File: config.mk
export PLATFORM = sky130hd
export DESIGN_NAME = pldm_monitor
export DESIGN_NICKNAME = d
export VERILOG_FILES = /design/src/inc/pldm_pkg.sv /design/src/hdl/pldm_monitor.sv
export SDC_FILE = /design/constraint.sdc
export NUM_CORES = 2
export LEC_CHECK = 0
export ABC_CLOCK_PERIOD_IN_PS = 4420
export BUFFER_PORTS_ARGS = -buffer_cell sky130_fd_sc_hd__buf_2
export CORE_MARGIN = 2
export CORE_UTILIZATION = 55
export DETAILED_ROUTE_END_ITERATION = 7
export PLACE_DENSITY_LB_ADDON = 0.1
export SLEW_MARGIN = 5
export SYNTH_ARGS = -nofsm -noshare
export SYNTH_HDL_FRONTEND = slang
export SYNTH_SLANG_ARGS = --single-unit
File: constraint.sdc
create_clock -name clock -period 4.42 [get_ports clock]
set_input_delay 0.442 -clock clock [delete_from_list [all_inputs] [get_ports clock]]
set_output_delay 0.442 -clock clock [all_outputs]
set_load 0.01 [all_outputs]
File: src/inc/pldm_pkg.sv
package pldm_pkg;

  localparam int NUM_TS = 12;
  localparam int TS_STRIDE = 8;

  // register word indices; byte address is four times the index
  localparam logic [9:0] IDX_CONFIG = 10'h100;
  localparam logic [9:0] IDX_CONCAT_STATE_TS1 = 10'h108;
  localparam logic [9:0] IDX_CONCAT_IRQ_ENABLE_TS1 = 10'h109;
  localparam logic [9:0] IDX_CONCAT_EVENT_TS1 = 10'h10A;
  localparam logic [9:0] IDX_PATH_DEFECT_STATE_TS1 = 10'h10B;
  localparam logic [9:0] IDX_PATH_DEFECT_IRQ_ENABLE_TS1 = 10'h10C;
  localparam logic [9:0] IDX_PATH_DEFECT_EVENT_TS1 = 10'h10D;

  localparam logic [2:0] SUB_CONCAT_STATE = 3'(IDX_CONCAT_STATE_TS1 - IDX_CONCAT_STATE_TS1);
  localparam logic [2:0] SUB_CONCAT_EN = 3'(IDX_CONCAT_IRQ_ENABLE_TS1 - IDX_CONCAT_STATE_TS1);
  localparam logic [2:0] SUB_CONCAT_EVT = 3'(IDX_CONCAT_EVENT_TS1 - IDX_CONCAT_STATE_TS1);
  localparam logic [2:0] SUB_DEF_STATE = 3'(IDX_PATH_DEFECT_STATE_TS1 - IDX_CONCAT_STATE_TS1);
  localparam logic [2:0] SUB_DEF_EN = 3'(IDX_PATH_DEFECT_IRQ_ENABLE_TS1 - IDX_CONCAT_STATE_TS1);
  localparam logic [2:0] SUB_DEF_EVT = 3'(IDX_PATH_DEFECT_EVENT_TS1 - IDX_CONCAT_STATE_TS1);

  // field positions
  localparam int CONCAT_BIT = 5;
  localparam int ST_UNSTABLE = 1;
  localparam int ST_ERDI = 6;
  localparam int NUM_EVT = 10;
  localparam int CFG_ALGO2_BIT = 0;
  localparam int CFG_LBL5_BIT = 1;
  localparam int CFG_RDI10_BIT = 2;
  localparam int CFG_EXP_LSB = 8;

  // reset values
  localparam logic [15:0] CONFIG_RESET = 16'h0000;
  localparam logic [9:0] DEF_EN_RESET = 10'h000;
  localparam logic CONCAT_EN_RESET = 1'b0;

  // frame counts
  localparam logic [3:0] LBL_N_SHORT = 4'h3;
  localparam logic [3:0] LBL_N_LONG = 4'h5;
  localparam logic [3:0] RDI_N_SHORT = 4'h5;
  localparam logic [3:0] RDI_N_LONG = 4'hA;
  localparam logic [2:0] UNSTABLE_N = 3'h5;

  // label classes
  localparam logic [7:0] LBL_UNEQ = 8'h00;
  localparam logic [7:0] LBL_EQUIPPED = 8'h01;
  localparam logic [7:0] LBL_PDI_LO = 8'hE1;
  localparam logic [7:0] LBL_PDI_HI = 8'hFC;

  typedef struct packed {
    logic frame;
    logic [7:0] rx_label;
    logic accept;
    logic [7:0] acc_label;
    logic [2:0] g1_rdi;
    logic parity_err;
    logic far_err;
    logic concat_alarm_state;
  } pldm_ts_in_t;

  typedef struct packed {
    logic hit;
    logic glob;
    logic [3:0] ts;
    logic [2:0] sub;
  } pldm_dec_t;

endpackage

File: src/hdl/pldm_monitor.sv
`timescale 1ns/1ps
module pldm_monitor
  import pldm_pkg::*;
(
  input wire logic clock,
  input wire logic reset,
  input wire logic psel,
  input wire logic penable,
  input wire logic pwrite,
  input wire logic [11:0] paddr,
  input wire logic [31:0] pwdata,
  output logic [31:0] prdata,
  output logic pready,
  output logic pslverr,
  input wire pldm_pkg::pldm_ts_in_t [pldm_pkg::NUM_TS-1:0] ts_in,
  output logic irq
);
  import pldm_pkg::*;

  function automatic pldm_dec_t decode(input logic [11:0] a);
    logic [9:0] off;
    decode = '0;
    off = a[11:2] - IDX_CONCAT_STATE_TS1;
    if (a[1:0] == 2'h0)
    begin
      if (a[11:2] == IDX_CONFIG)
      begin
        decode.hit = 1'b1;
        decode.glob = 1'b1;
      end
      else if (off < 10'(TS_STRIDE * NUM_TS) && off[2:0] <= SUB_DEF_EVT)
      begin
        decode.hit = 1'b1;
        decode.ts = off[6:3];
        decode.sub = off[2:0];
      end
    end
  endfunction

  function automatic logic lbl_match(input logic [7:0] rx, input logic [7:0] exp);
    lbl_match = (rx == exp) || (exp == LBL_EQUIPPED && rx != LBL_UNEQ);
  endfunction

  function automatic logic lbl_pdi(input logic [7:0] l);
    lbl_pdi = (l >= LBL_PDI_LO) && (l <= LBL_PDI_HI);
  endfunction

  logic pready_reg;
  logic pslverr_reg;
  logic [31:0] prdata_reg;
  logic irq_reg;
  logic [15:0] config_reg;
  logic [31:0] rd_next;
  logic access;
  logic done;
  logic wr_done;
  logic rd_done;
  pldm_dec_t dec;
  logic algo2;
  logic [3:0] lbl_n;
  logic [3:0] rdi_n;
  logic [7:0] exp_lbl;
  logic irq_next;

  logic [6:1] state_a [NUM_TS];
  logic [NUM_EVT-1:0] evt_a [NUM_TS];
  logic [NUM_EVT-1:0] en_a [NUM_TS];
  logic concat_a [NUM_TS];
  logic cevt_a [NUM_TS];
  logic cen_a [NUM_TS];

  assign access = psel && penable && !pready_reg;
  assign done = psel && penable && pready_reg;
  assign wr_done = done && pwrite && dec.hit;
  assign rd_done = done && !pwrite && dec.hit;
  assign dec = decode(paddr);
  assign algo2 = config_reg[CFG_ALGO2_BIT];
  assign lbl_n = config_reg[CFG_LBL5_BIT] ? LBL_N_LONG : LBL_N_SHORT;
  assign rdi_n = config_reg[CFG_RDI10_BIT] ? RDI_N_LONG : RDI_N_SHORT;
  assign exp_lbl = config_reg[CFG_EXP_LSB +: 8];

  assign prdata = prdata_reg;
  assign pready = pready_reg;
  assign pslverr = pslverr_reg;
  assign irq = irq_reg;

  // read data mux
  always_comb
  begin
    rd_next = 32'h0000_0000;
    if (dec.glob)
      rd_next[15:0] = config_reg;
    else if (dec.hit)
    begin
      case (dec.sub)
        SUB_CONCAT_STATE: rd_next[CONCAT_BIT] = concat_a[dec.ts];
        SUB_CONCAT_EN: rd_next[CONCAT_BIT] = cen_a[dec.ts];
        SUB_CONCAT_EVT: rd_next[CONCAT_BIT] = cevt_a[dec.ts];
        SUB_DEF_STATE: rd_next[6:1] = state_a[dec.ts];
        SUB_DEF_EN: rd_next[NUM_EVT-1:0] = en_a[dec.ts];
        SUB_DEF_EVT: rd_next[NUM_EVT-1:0] = evt_a[dec.ts];
        default: rd_next = 32'h0000_0000;
      endcase
    end
  end

  // apb: one wait state, answer on the second access edge
  always_ff @(posedge clock)
  begin
    if (reset)
    begin
      pready_reg <= 1'b0;
      pslverr_reg <= 1'b0;
      prdata_reg <= 32'h0000_0000;
    end
    else
    begin
      pready_reg <= access;
      pslverr_reg <= access && !dec.hit;
      if (access && !pwrite)
        prdata_reg <= rd_next;
      else if (done)
        prdata_reg <= 32'h0000_0000;
    end
  end

  always_ff @(posedge clock)
  begin
    if (reset)
      config_reg <= CONFIG_RESET;
    else if (wr_done && dec.glob)
      config_reg <= pwdata[15:0];
  end

  always_comb
  begin
    irq_next = 1'b0;
    for (int i = 0; i < NUM_TS; i++)
      irq_next = irq_next || |(evt_a[i] & en_a[i]) || (cevt_a[i] && cen_a[i]);
  end

  always_ff @(posedge clock)
  begin
    if (reset)
      irq_reg <= 1'b0;
    else
      irq_reg <= irq_next;
  end

  for (genvar i = 0; i < NUM_TS; i++)
  begin : g_ts
    pldm_ts_in_t t;
    logic sel;
    logic [7:0] last_lbl;
    logic [2:0] same_cnt;
    logic [2:0] same_nxt;
    logic persist;
    logic [2:0] diff_cnt;
    logic unstable_reg;
    logic filt_reg [4];
    logic [3:0] cond;
    logic [3:0] fcnt [4];
    logic [2:0] last_pat;
    logic [3:0] pat_cnt;
    logic [3:0] pat_nxt;
    logic [2:0] erdi_pat;
    logic erdi_reg;
    logic erdi_chg;
    logic [6:1] cur;
    logic [NUM_EVT-1:0] set;
    logic [NUM_EVT-1:0] clr;
    logic cclr;

    assign t = ts_in[i];
    assign sel = (dec.ts == 4'(i)) && !dec.glob;

    // label persistence: count of identical consecutive labels
    assign same_nxt = (t.rx_label != last_lbl) ? 3'h1 : (same_cnt == 3'h7) ? 3'h7 : same_cnt + 3'h1;
    assign persist = t.frame && (same_nxt == lbl_n[2:0]);

    always_ff @(posedge clock)
    begin
      if (reset)
      begin
        last_lbl <= 8'h00;
        same_cnt <= 3'h0;
      end
      else if (t.frame)
      begin
        last_lbl <= t.rx_label;
        same_cnt <= same_nxt;
      end
    end

    always_ff @(posedge clock)
    begin
      if (reset)
      begin
        diff_cnt <= 3'h0;
        unstable_reg <= 1'b0;
      end
      else if (persist)
      begin
        diff_cnt <= 3'h0;
        unstable_reg <= 1'b0;
      end
      else if (t.frame && t.rx_label != t.acc_label && diff_cnt != UNSTABLE_N)
      begin
        diff_cnt <= diff_cnt + 3'h1;
        if (diff_cnt + 3'h1 == UNSTABLE_N)
          unstable_reg <= 1'b1;
      end
    end

    // frame filters: mismatch, unequipped, payload defect, remote defect
    assign cond[0] = !lbl_match(t.rx_label, exp_lbl);
    assign cond[1] = (t.rx_label == LBL_UNEQ);
    assign cond[2] = lbl_pdi(t.rx_label);
    assign cond[3] = t.g1_rdi[2];

    for (genvar j = 0; j < 4; j++)
    begin : g_filt
      logic [3:0] n;
      assign n = (j == 3) ? rdi_n : lbl_n;
      always_ff @(posedge clock)
      begin
        if (reset)
        begin
          fcnt[j] <= 4'h0;
          filt_reg[j] <= 1'b0;
        end
        else if (t.frame)
        begin
          if (cond[j] == filt_reg[j])
            fcnt[j] <= 4'h0;
          else if (fcnt[j] + 4'h1 == n)
          begin
            fcnt[j] <= 4'h0;
            filt_reg[j] <= cond[j];
          end
          else
            fcnt[j] <= fcnt[j] + 4'h1;
        end
      end
    end

    // enhanced remote defect: accept a pattern after n identical frames
    assign pat_nxt = (t.g1_rdi != last_pat) ? 4'h1 : (pat_cnt == 4'hF) ? 4'hF : pat_cnt + 4'h1;
    assign erdi_chg = t.frame && pat_nxt == rdi_n && t.g1_rdi != erdi_pat;

    always_ff @(posedge clock)
    begin
      if (reset)
      begin
        last_pat <= 3'h0;
        pat_cnt <= 4'h0;
        erdi_pat <= 3'h0;
        erdi_reg <= 1'b0;
      end
      else if (t.frame)
      begin
        last_pat <= t.g1_rdi;
        pat_cnt <= pat_nxt;
        if (pat_nxt == rdi_n)
        begin
          erdi_pat <= t.g1_rdi;
          erdi_reg <= t.g1_rdi[2] || (t.g1_rdi == 3'h2);
        end
      end
    end

    always_comb
    begin
      cur[ST_UNSTABLE] = algo2 && unstable_reg;
      cur[2] = algo2 ? !lbl_match(t.acc_label, exp_lbl) : filt_reg[0];
      cur[3] = filt_reg[1];
      cur[4] = algo2 ? lbl_pdi(t.acc_label) : filt_reg[2];
      cur[5] = filt_reg[3];
      cur[ST_ERDI] = erdi_reg;
    end

    assign set = {t.far_err, t.parity_err, erdi_chg, cur ^ state_a[i], t.accept};
    assign clr = (rd_done && sel && dec.sub == SUB_DEF_EVT) ? prdata_reg[NUM_EVT-1:0] :
                 (wr_done && sel && dec.sub == SUB_DEF_EVT) ? pwdata[NUM_EVT-1:0] : '0;
    assign cclr = (rd_done && sel && dec.sub == SUB_CONCAT_EVT && prdata_reg[CONCAT_BIT]) ||
                  (wr_done && sel && dec.sub == SUB_CONCAT_EVT && pwdata[CONCAT_BIT]);

    always_ff @(posedge clock)
    begin
      if (reset)
      begin
        state_a[i] <= 6'h00;
        evt_a[i] <= '0;
      end
      else
      begin
        state_a[i] <= cur;
        evt_a[i] <= (evt_a[i] & ~clr) | set;
      end
    end

    always_ff @(posedge clock)
    begin
      if (reset)
      begin
        concat_a[i] <= 1'b0;
        cevt_a[i] <= 1'b0;
      end
      else
      begin
        concat_a[i] <= t.concat_alarm_state;
        cevt_a[i] <= (cevt_a[i] && !cclr) || (concat_a[i] != t.concat_alarm_state);
      end
    end

    always_ff @(posedge clock)
    begin
      if (reset)
      begin
        en_a[i] <= DEF_EN_RESET;
        cen_a[i] <= CONCAT_EN_RESET;
      end
      else if (wr_done && sel)
      begin
        if (dec.sub == SUB_DEF_EN)
          en_a[i] <= pwdata[NUM_EVT-1:0];
        if (dec.sub == SUB_CONCAT_EN)
          cen_a[i] <= pwdata[CONCAT_BIT];
      end
    end
  end

endmodule // pldm_monitor

# Yosys cells after proc, flatten, opt, wreduce, memory -nomap -nowiden
# Memory sizes are Yosys's and may differ from the RTL's.
# Index checks and enable logic that the tools add are counted.
# Widths: inputs -> output; s select.
# classes
add_sub_neg	85
order_cmp	50
n_eq_ne	282
mux	1127
bitwise_logic	324
n_reduce_logical	474
# op_table
cell	count
$mux 1	860
$mux 4	169
$mux 10	49
$or 1x1->1	264
$logic_and 1x1->1	263
$add 4x1->4 const B	60
$and 10x10->10	24
$eq 8x8->1	24
$ge 8x8->1 const B	24
$le 8x8->1 const B	24
$ne 8x8->1	24
$reduce_bool 8->1	24
$eq 4x3->1	36
$not 10->10	12
$or 10x10->10	12
$reduce_or 10->1	12
$eq 4x4->1	24
$logic_not 8->1	12
$logic_or 1x1->1	83
$eq 3x3->1 const B	26
$mux 3	25
$add 3x1->3 const B	24
$mux 6	12
$ne 3x3->1	24
other kinds (32)	231
# totals
ff_bits	363
ramBits	588
wordCells	2473
n_memories	30
# mem_list
name	words	word_bits	rd	rd_clocked_by_memory_dff	wr	line	text
en_a	12	10	13	0	12	pldm_monitor.sv:67	logic [NUM_EVT-1:0] en_a [NUM_TS];
evt_a	12	10	13	0	12	pldm_monitor.sv:66	logic [NUM_EVT-1:0] evt_a [NUM_TS];
state_a	12	6	13	0	12	pldm_monitor.sv:65	logic [6:1] state_a [NUM_TS];
g_ts[0].fcnt	4	4	4	0	4	pldm_monitor.sv:162	logic [3:0] fcnt [4];
g_ts[10].fcnt	4	4	4	0	4	pldm_monitor.sv:162	
g_ts[11].fcnt	4	4	4	0	4	pldm_monitor.sv:162	
24 more memories	n/a	n/a	n/a	n/a	n/a	n/a	

# Logic depth before layout (Yosys ltp)
# An unclocked memory read counts as a cell.
# depth
depth_word	26
mapped_depth	15
depth_no_buf	11

# Worst setup path after synthesis
# Ideal clock, no wire load.
# synth_timing
kind	input to register
startpoint	in paddr[5]
endpoint	mem en_a[8][0], enable pin
t_arrival_ns	3.940
required_ns	4.026
path_slack_ns	0.087
path_stages	11
path_buffers	3
path_cell_list	clkbuf_1 clkinv_1 ha_1 o21bai_1 a221o_1 a221oi_2 and2_1 buf_2 nand2_1 clkbuf_1 o31ai_1
# synth_lines
item	line	text
start: declaration	pldm_monitor.sv:10	input wire logic [11:0] paddr,
end: declaration	pldm_monitor.sv:67	

# Worst setup path in the final report
# layout_timing
startpoint	in paddr[5]
endpoint	reg prdata_reg[4], in the netlist prdata[4]
# layout_between
elab_chain_cells	11
word_cells_on_any_way	20
# layout_rtl
item	line	text
$sub 10x9->10	pldm_monitor.sv:23	off = a[11:2] - IDX_CONCAT_STATE_TS1;
$lt 10x7->1	pldm_monitor.sv:31	else if (off < 10'(TS_STRIDE * NUM_TS) && off[2:0] <= SUB_DEF_EVT)
$logic_and 1x1->1	pldm_monitor.sv:31	
$mux 7	pldm_monitor.sv:31	
$mux 7	pldm_monitor.sv:26	if (a[11:2] == IDX_CONFIG)
$mux 9 (*)	pldm_monitor.sv:24	if (a[1:0] == 2'h0)
$mem_v2 12x10 (tied with other cells)	n/a	
$pmux 4 s3	pldm_monitor.sv:95	case (dec.sub)
$mux 10	pldm_monitor.sv:93	else if (dec.hit)
$mux 16 (*)	pldm_monitor.sv:91	if (dec.glob)
$mux 32 (*)	pldm_monitor.sv:120	if (access && !pwrite)
end signal: assignment	pldm_monitor.sv:121	prdata_reg <= rd_next;
end: declaration	pldm_monitor.sv:50	logic [31:0] prdata_reg;
# Every way passes the cells marked *; elsewhere a longest branch is shown, timed or not.
# A chain may end at the register's enable or synchronous reset.

==> impl_metrics.yaml <==
timing:
  timing.fmax_mhz: 260
  post-route-min-period_ps: 3840
  tightest_slew_ps: 1270
  drv_slew: 0
  fin_hold_ws_ps: 26.1
  rsz0062_at_grt: "no"
  hold_viol: 0
  setup_violations: 0
  maxSlewHeadroom_pct: 15.2
  tns_ps: 0
  fin_crit_sh_pct: 86.9
  clock_skew_ps: 21.3
floorplan:
  io_pins: 372
  die_area_sq_um: 94700
  die_h_um: 308
  start_util_pct: 55.4
  num_rows: 111
  die_x_um: 308
  core-area_sq_um: 91500
flow_run:
  cap_violations: 0
synth:
  ys_seq_area_share_pct: 44.2
  synth-seq-cells: 935
  synth.area.top_cells: "dfxtp_1, edfxtp_1, xnor2_1, nor2_1, xor2_1"
  synth_edf_count: 372
  synthMuxAreaShare_pct: 4.05
  syn-instance-count: 5565
  synthAdderAreaFrac_pct: 2.69
  synth_warnings: 0
  synth_area_leader_cell: "dfxtp_1"
  avgSynthCellArea_sq_um: 9.11
  synth-main-ff-cell: "dfxtp_1"
  synth-compound-area-share_pct: 13.4
  synth-simple-area-share_pct: 19.2
  netlist.area_leader.share_pct: 22.2
  netlist_area_sq_um: 50700
  synthArstFlopShare_pct: 0
  synth_xor_xnor_area_share_pct: 12.5
  synthDistinctLibCells: 72
  synth_top_family_by_area: "simple AND/OR/NAND/NOR gates"
min_path:
  hold_depth: 2
  hold_class: "in -> reg"
  holdCritStartpoint: "ts_in[144]"
  whs_endpoint: "concat_a[6]$_SDFF_PP0_"
pwr:
  leakagePower_nw: 21.8
  peakVddDrop_v: 0.000341
  power_mw: 20.9
  p_per_area_nw_per_um2: 364
setup_path:
  r2r_slack_ps: 1520
  crit_type: "in -> reg"
  cp-end-kind: "flip-flop"
  critPathMaxStageDelay_ps: 1020
  worst-path-stages: 12
  crit_chain: "buf_2, clkinv_1, ha_1, o211a_1, o2111ai_1, a221o_1, or3_1, o22ai_1, o21ai_0, nand4_1, a31o_2, a21oi_1"
  cp_num_buf_inv: 2
  critical_path.top_delay_family: "compound AO/OA/AOI/OAI gates"
  crit_slowest_cell: "or3_1"
  crit_required_ps: 5030
  r2r_end: "en_a[0][3]$_SDFFCE_PN0P_"
  worstRegToRegCells: 6
  critPathMaxFanout: 16
  worstPathArrival_ps: 4450
  startpoint_type: "primary input"
  reg2reg_from: "pready$_SDFF_PP0_"
clocking:
  cts.sinks: 935
  cts_tree: "done"
  cts_setup_buffers: 0
  h-tree-depth: 3
  clock-root-buffer: "clkbuf_16"
  clock_path_buffers: 3
  cts_buffers: 102
  clkLatencyLatePin_ps: 690
  cts.clk_slew.worst_paths_ps: 60
global_route:
  grt_usage_pct: 35.9
  antenna_found_initial: 16
  grt_pass1_vias: 40800
  grt_first_pass_wirelength_mm: 257
  grt_max_degree: 124
  grt_remaining_overflow: 0
route:
  routed_wl_mm: 174
  firstDrtPassIters: 7
  via_per_inst: 6.22
  vias: 44100
  drt-initial-drc-count: 4932
  ant_nets: 0
  drcViolationCount: 0
  routedWlPerCell_um: 24.6
layout:
  fillers: 7894
  drive_gt1_share_pct: 12.0
  multiInputGateArea_sq_um: 26400
  regArea_sq_um: 22500
  largest_register_ffs: 192
  regMostFlops: "g_ts.fcnt"
  finalNetCount: 6252
  final_cells: 7091
  reg.largest.list: "g_ts.fcnt: 192 flops, en_a: 120 flops, evt_a: 120 flops"
  synthToLayoutAreaGrowth_pct: 13.2
  fin_util_pct: 62.7
place:
  hpwl_mm: 127
  io_buffer_count: 339
  placed_cells: 6844
  globalplace.congestion: 1.07
outcome:
  status: "completed"
==> final cells by class <==
type / count / area share (%)
multi-input cells: 4141 / 45.9
flip-flops and latches: 935 / 39.1
repair buffers: 500 / 5.42
clock buffers: 145 / 5.30
well taps: 1186 / 2.58
inverters: 126 / 0.826
clock inverters: 48 / 0.780
diodes: 10 / 0.0436
==> cell usage in the layout, fill, tap and decap left out, drive strengths merged, types with 161 or more instances in the layout <==
cell,count
nor2,796
dfxtp,563
xnor2,464
buf,456
edfxtp,372
nand2,354
a21oi,268
xor2,261
o21ai,202
mux2i,194
a22oi,161
==> timing repair <==
item	4_1_cts	5_1_grt
endpoints found under the setup margin	0	0
hold buffers	44	0
endpoints found under the hold margin	44	0
resized for setup	0	0
==> kinds of logic after synthesis <==
family / after synthesis
compound gates: 1057
xor+xnor: 725
fa+ha+maj: 109
buf+inv: 504
flops: 935
mux: 200
other cells: 1
simple gates: 2034
==> metrics by stage <==
| stage | setup WS (ps) | area (sq um) |
|---|---|---|
| floorplan | 86.7 | 50800 |
| detailed placement | 238 | 53500 |
| global placement | 290 | 53500 |
| CTS | 951 | 57400 |
| global route | 618 | 57400 |
| finish | 579 | 57400 |
==> cells in the mapped netlist (15+ instances only) <==
cell type,count
nor2_1,778
dfxtp_1,563
xnor2_1,464
edfxtp_1,372
nand2_1,352
clkbuf_1,296
a21oi_1,268
xor2_1,261
o21ai_0,197
mux2i_1,194
a22oi_1,161
nand3_1,147
and2_1,142
o22ai_1,137
nand4_1,133
inv_1,123
ha_1,109
nor3_1,107
nor4_1,97
nor2b_1,79
or3_1,51
buf_1,45
and3_1,40
a31oi_1,37
a22o_1,34
a221oi_1,33
a211oi_1,27
a21o_1,23
o31ai_1,21
or4_1,21
buf_2,19
buf_4,18
o2111ai_1,18
or2_2,17
nand3b_1,16
nor2_2,15
o221ai_1,15
==> worst max-delay path by stage <==
| stage | startpoint | to | slack, ps |
|---|---|---|---|
| finish | paddr[5] | prdata[4]$_SDFFE_PP0P_ | 580 |
| global route | paddr[5] | prdata[1]$_SDFFE_PP0P_ | 620 |
| CTS | paddr[5] | prdata[5]$_SDFFE_PP0P_ | 950 |
| detailed placement | paddr[5] | prdata[5]$_SDFFE_PP0P_ | 240 |
| global placement | paddr[5] | prdata[5]$_SDFFE_PP0P_ | 290 |
| floorplan | paddr[5] | en_a[8][0]$_SDFFCE_PN0P_ | 90 |
==> where the power goes <==
part / switching (mW) / internal [mW] / leakage (nW)
sequential: 0.441 / 9.37 / 8.62
clock: 3.72 / 5.17 / 1.73
combinational: 1.32 / 0.874 / 11.4
==> worst register-to-register path: cells and delay by family, from the launching register on <==
kind | cells | cell delay, ps
AND/OR/NAND/NOR | 6 | 2380
flip-flops | 1 | 410
==> per-layer routing <==
metal  share of wire [%]  GRT usage (%)  vias up
li1                    -              -    20300
met1                  41           48.2    21200
met2                  44           54.9     2089
met3                 9.3           7.58      479
met4                 5.7           18.3       12
met5               0.038              0        -
Note: power is estimated with default switching activity, not from simulation.
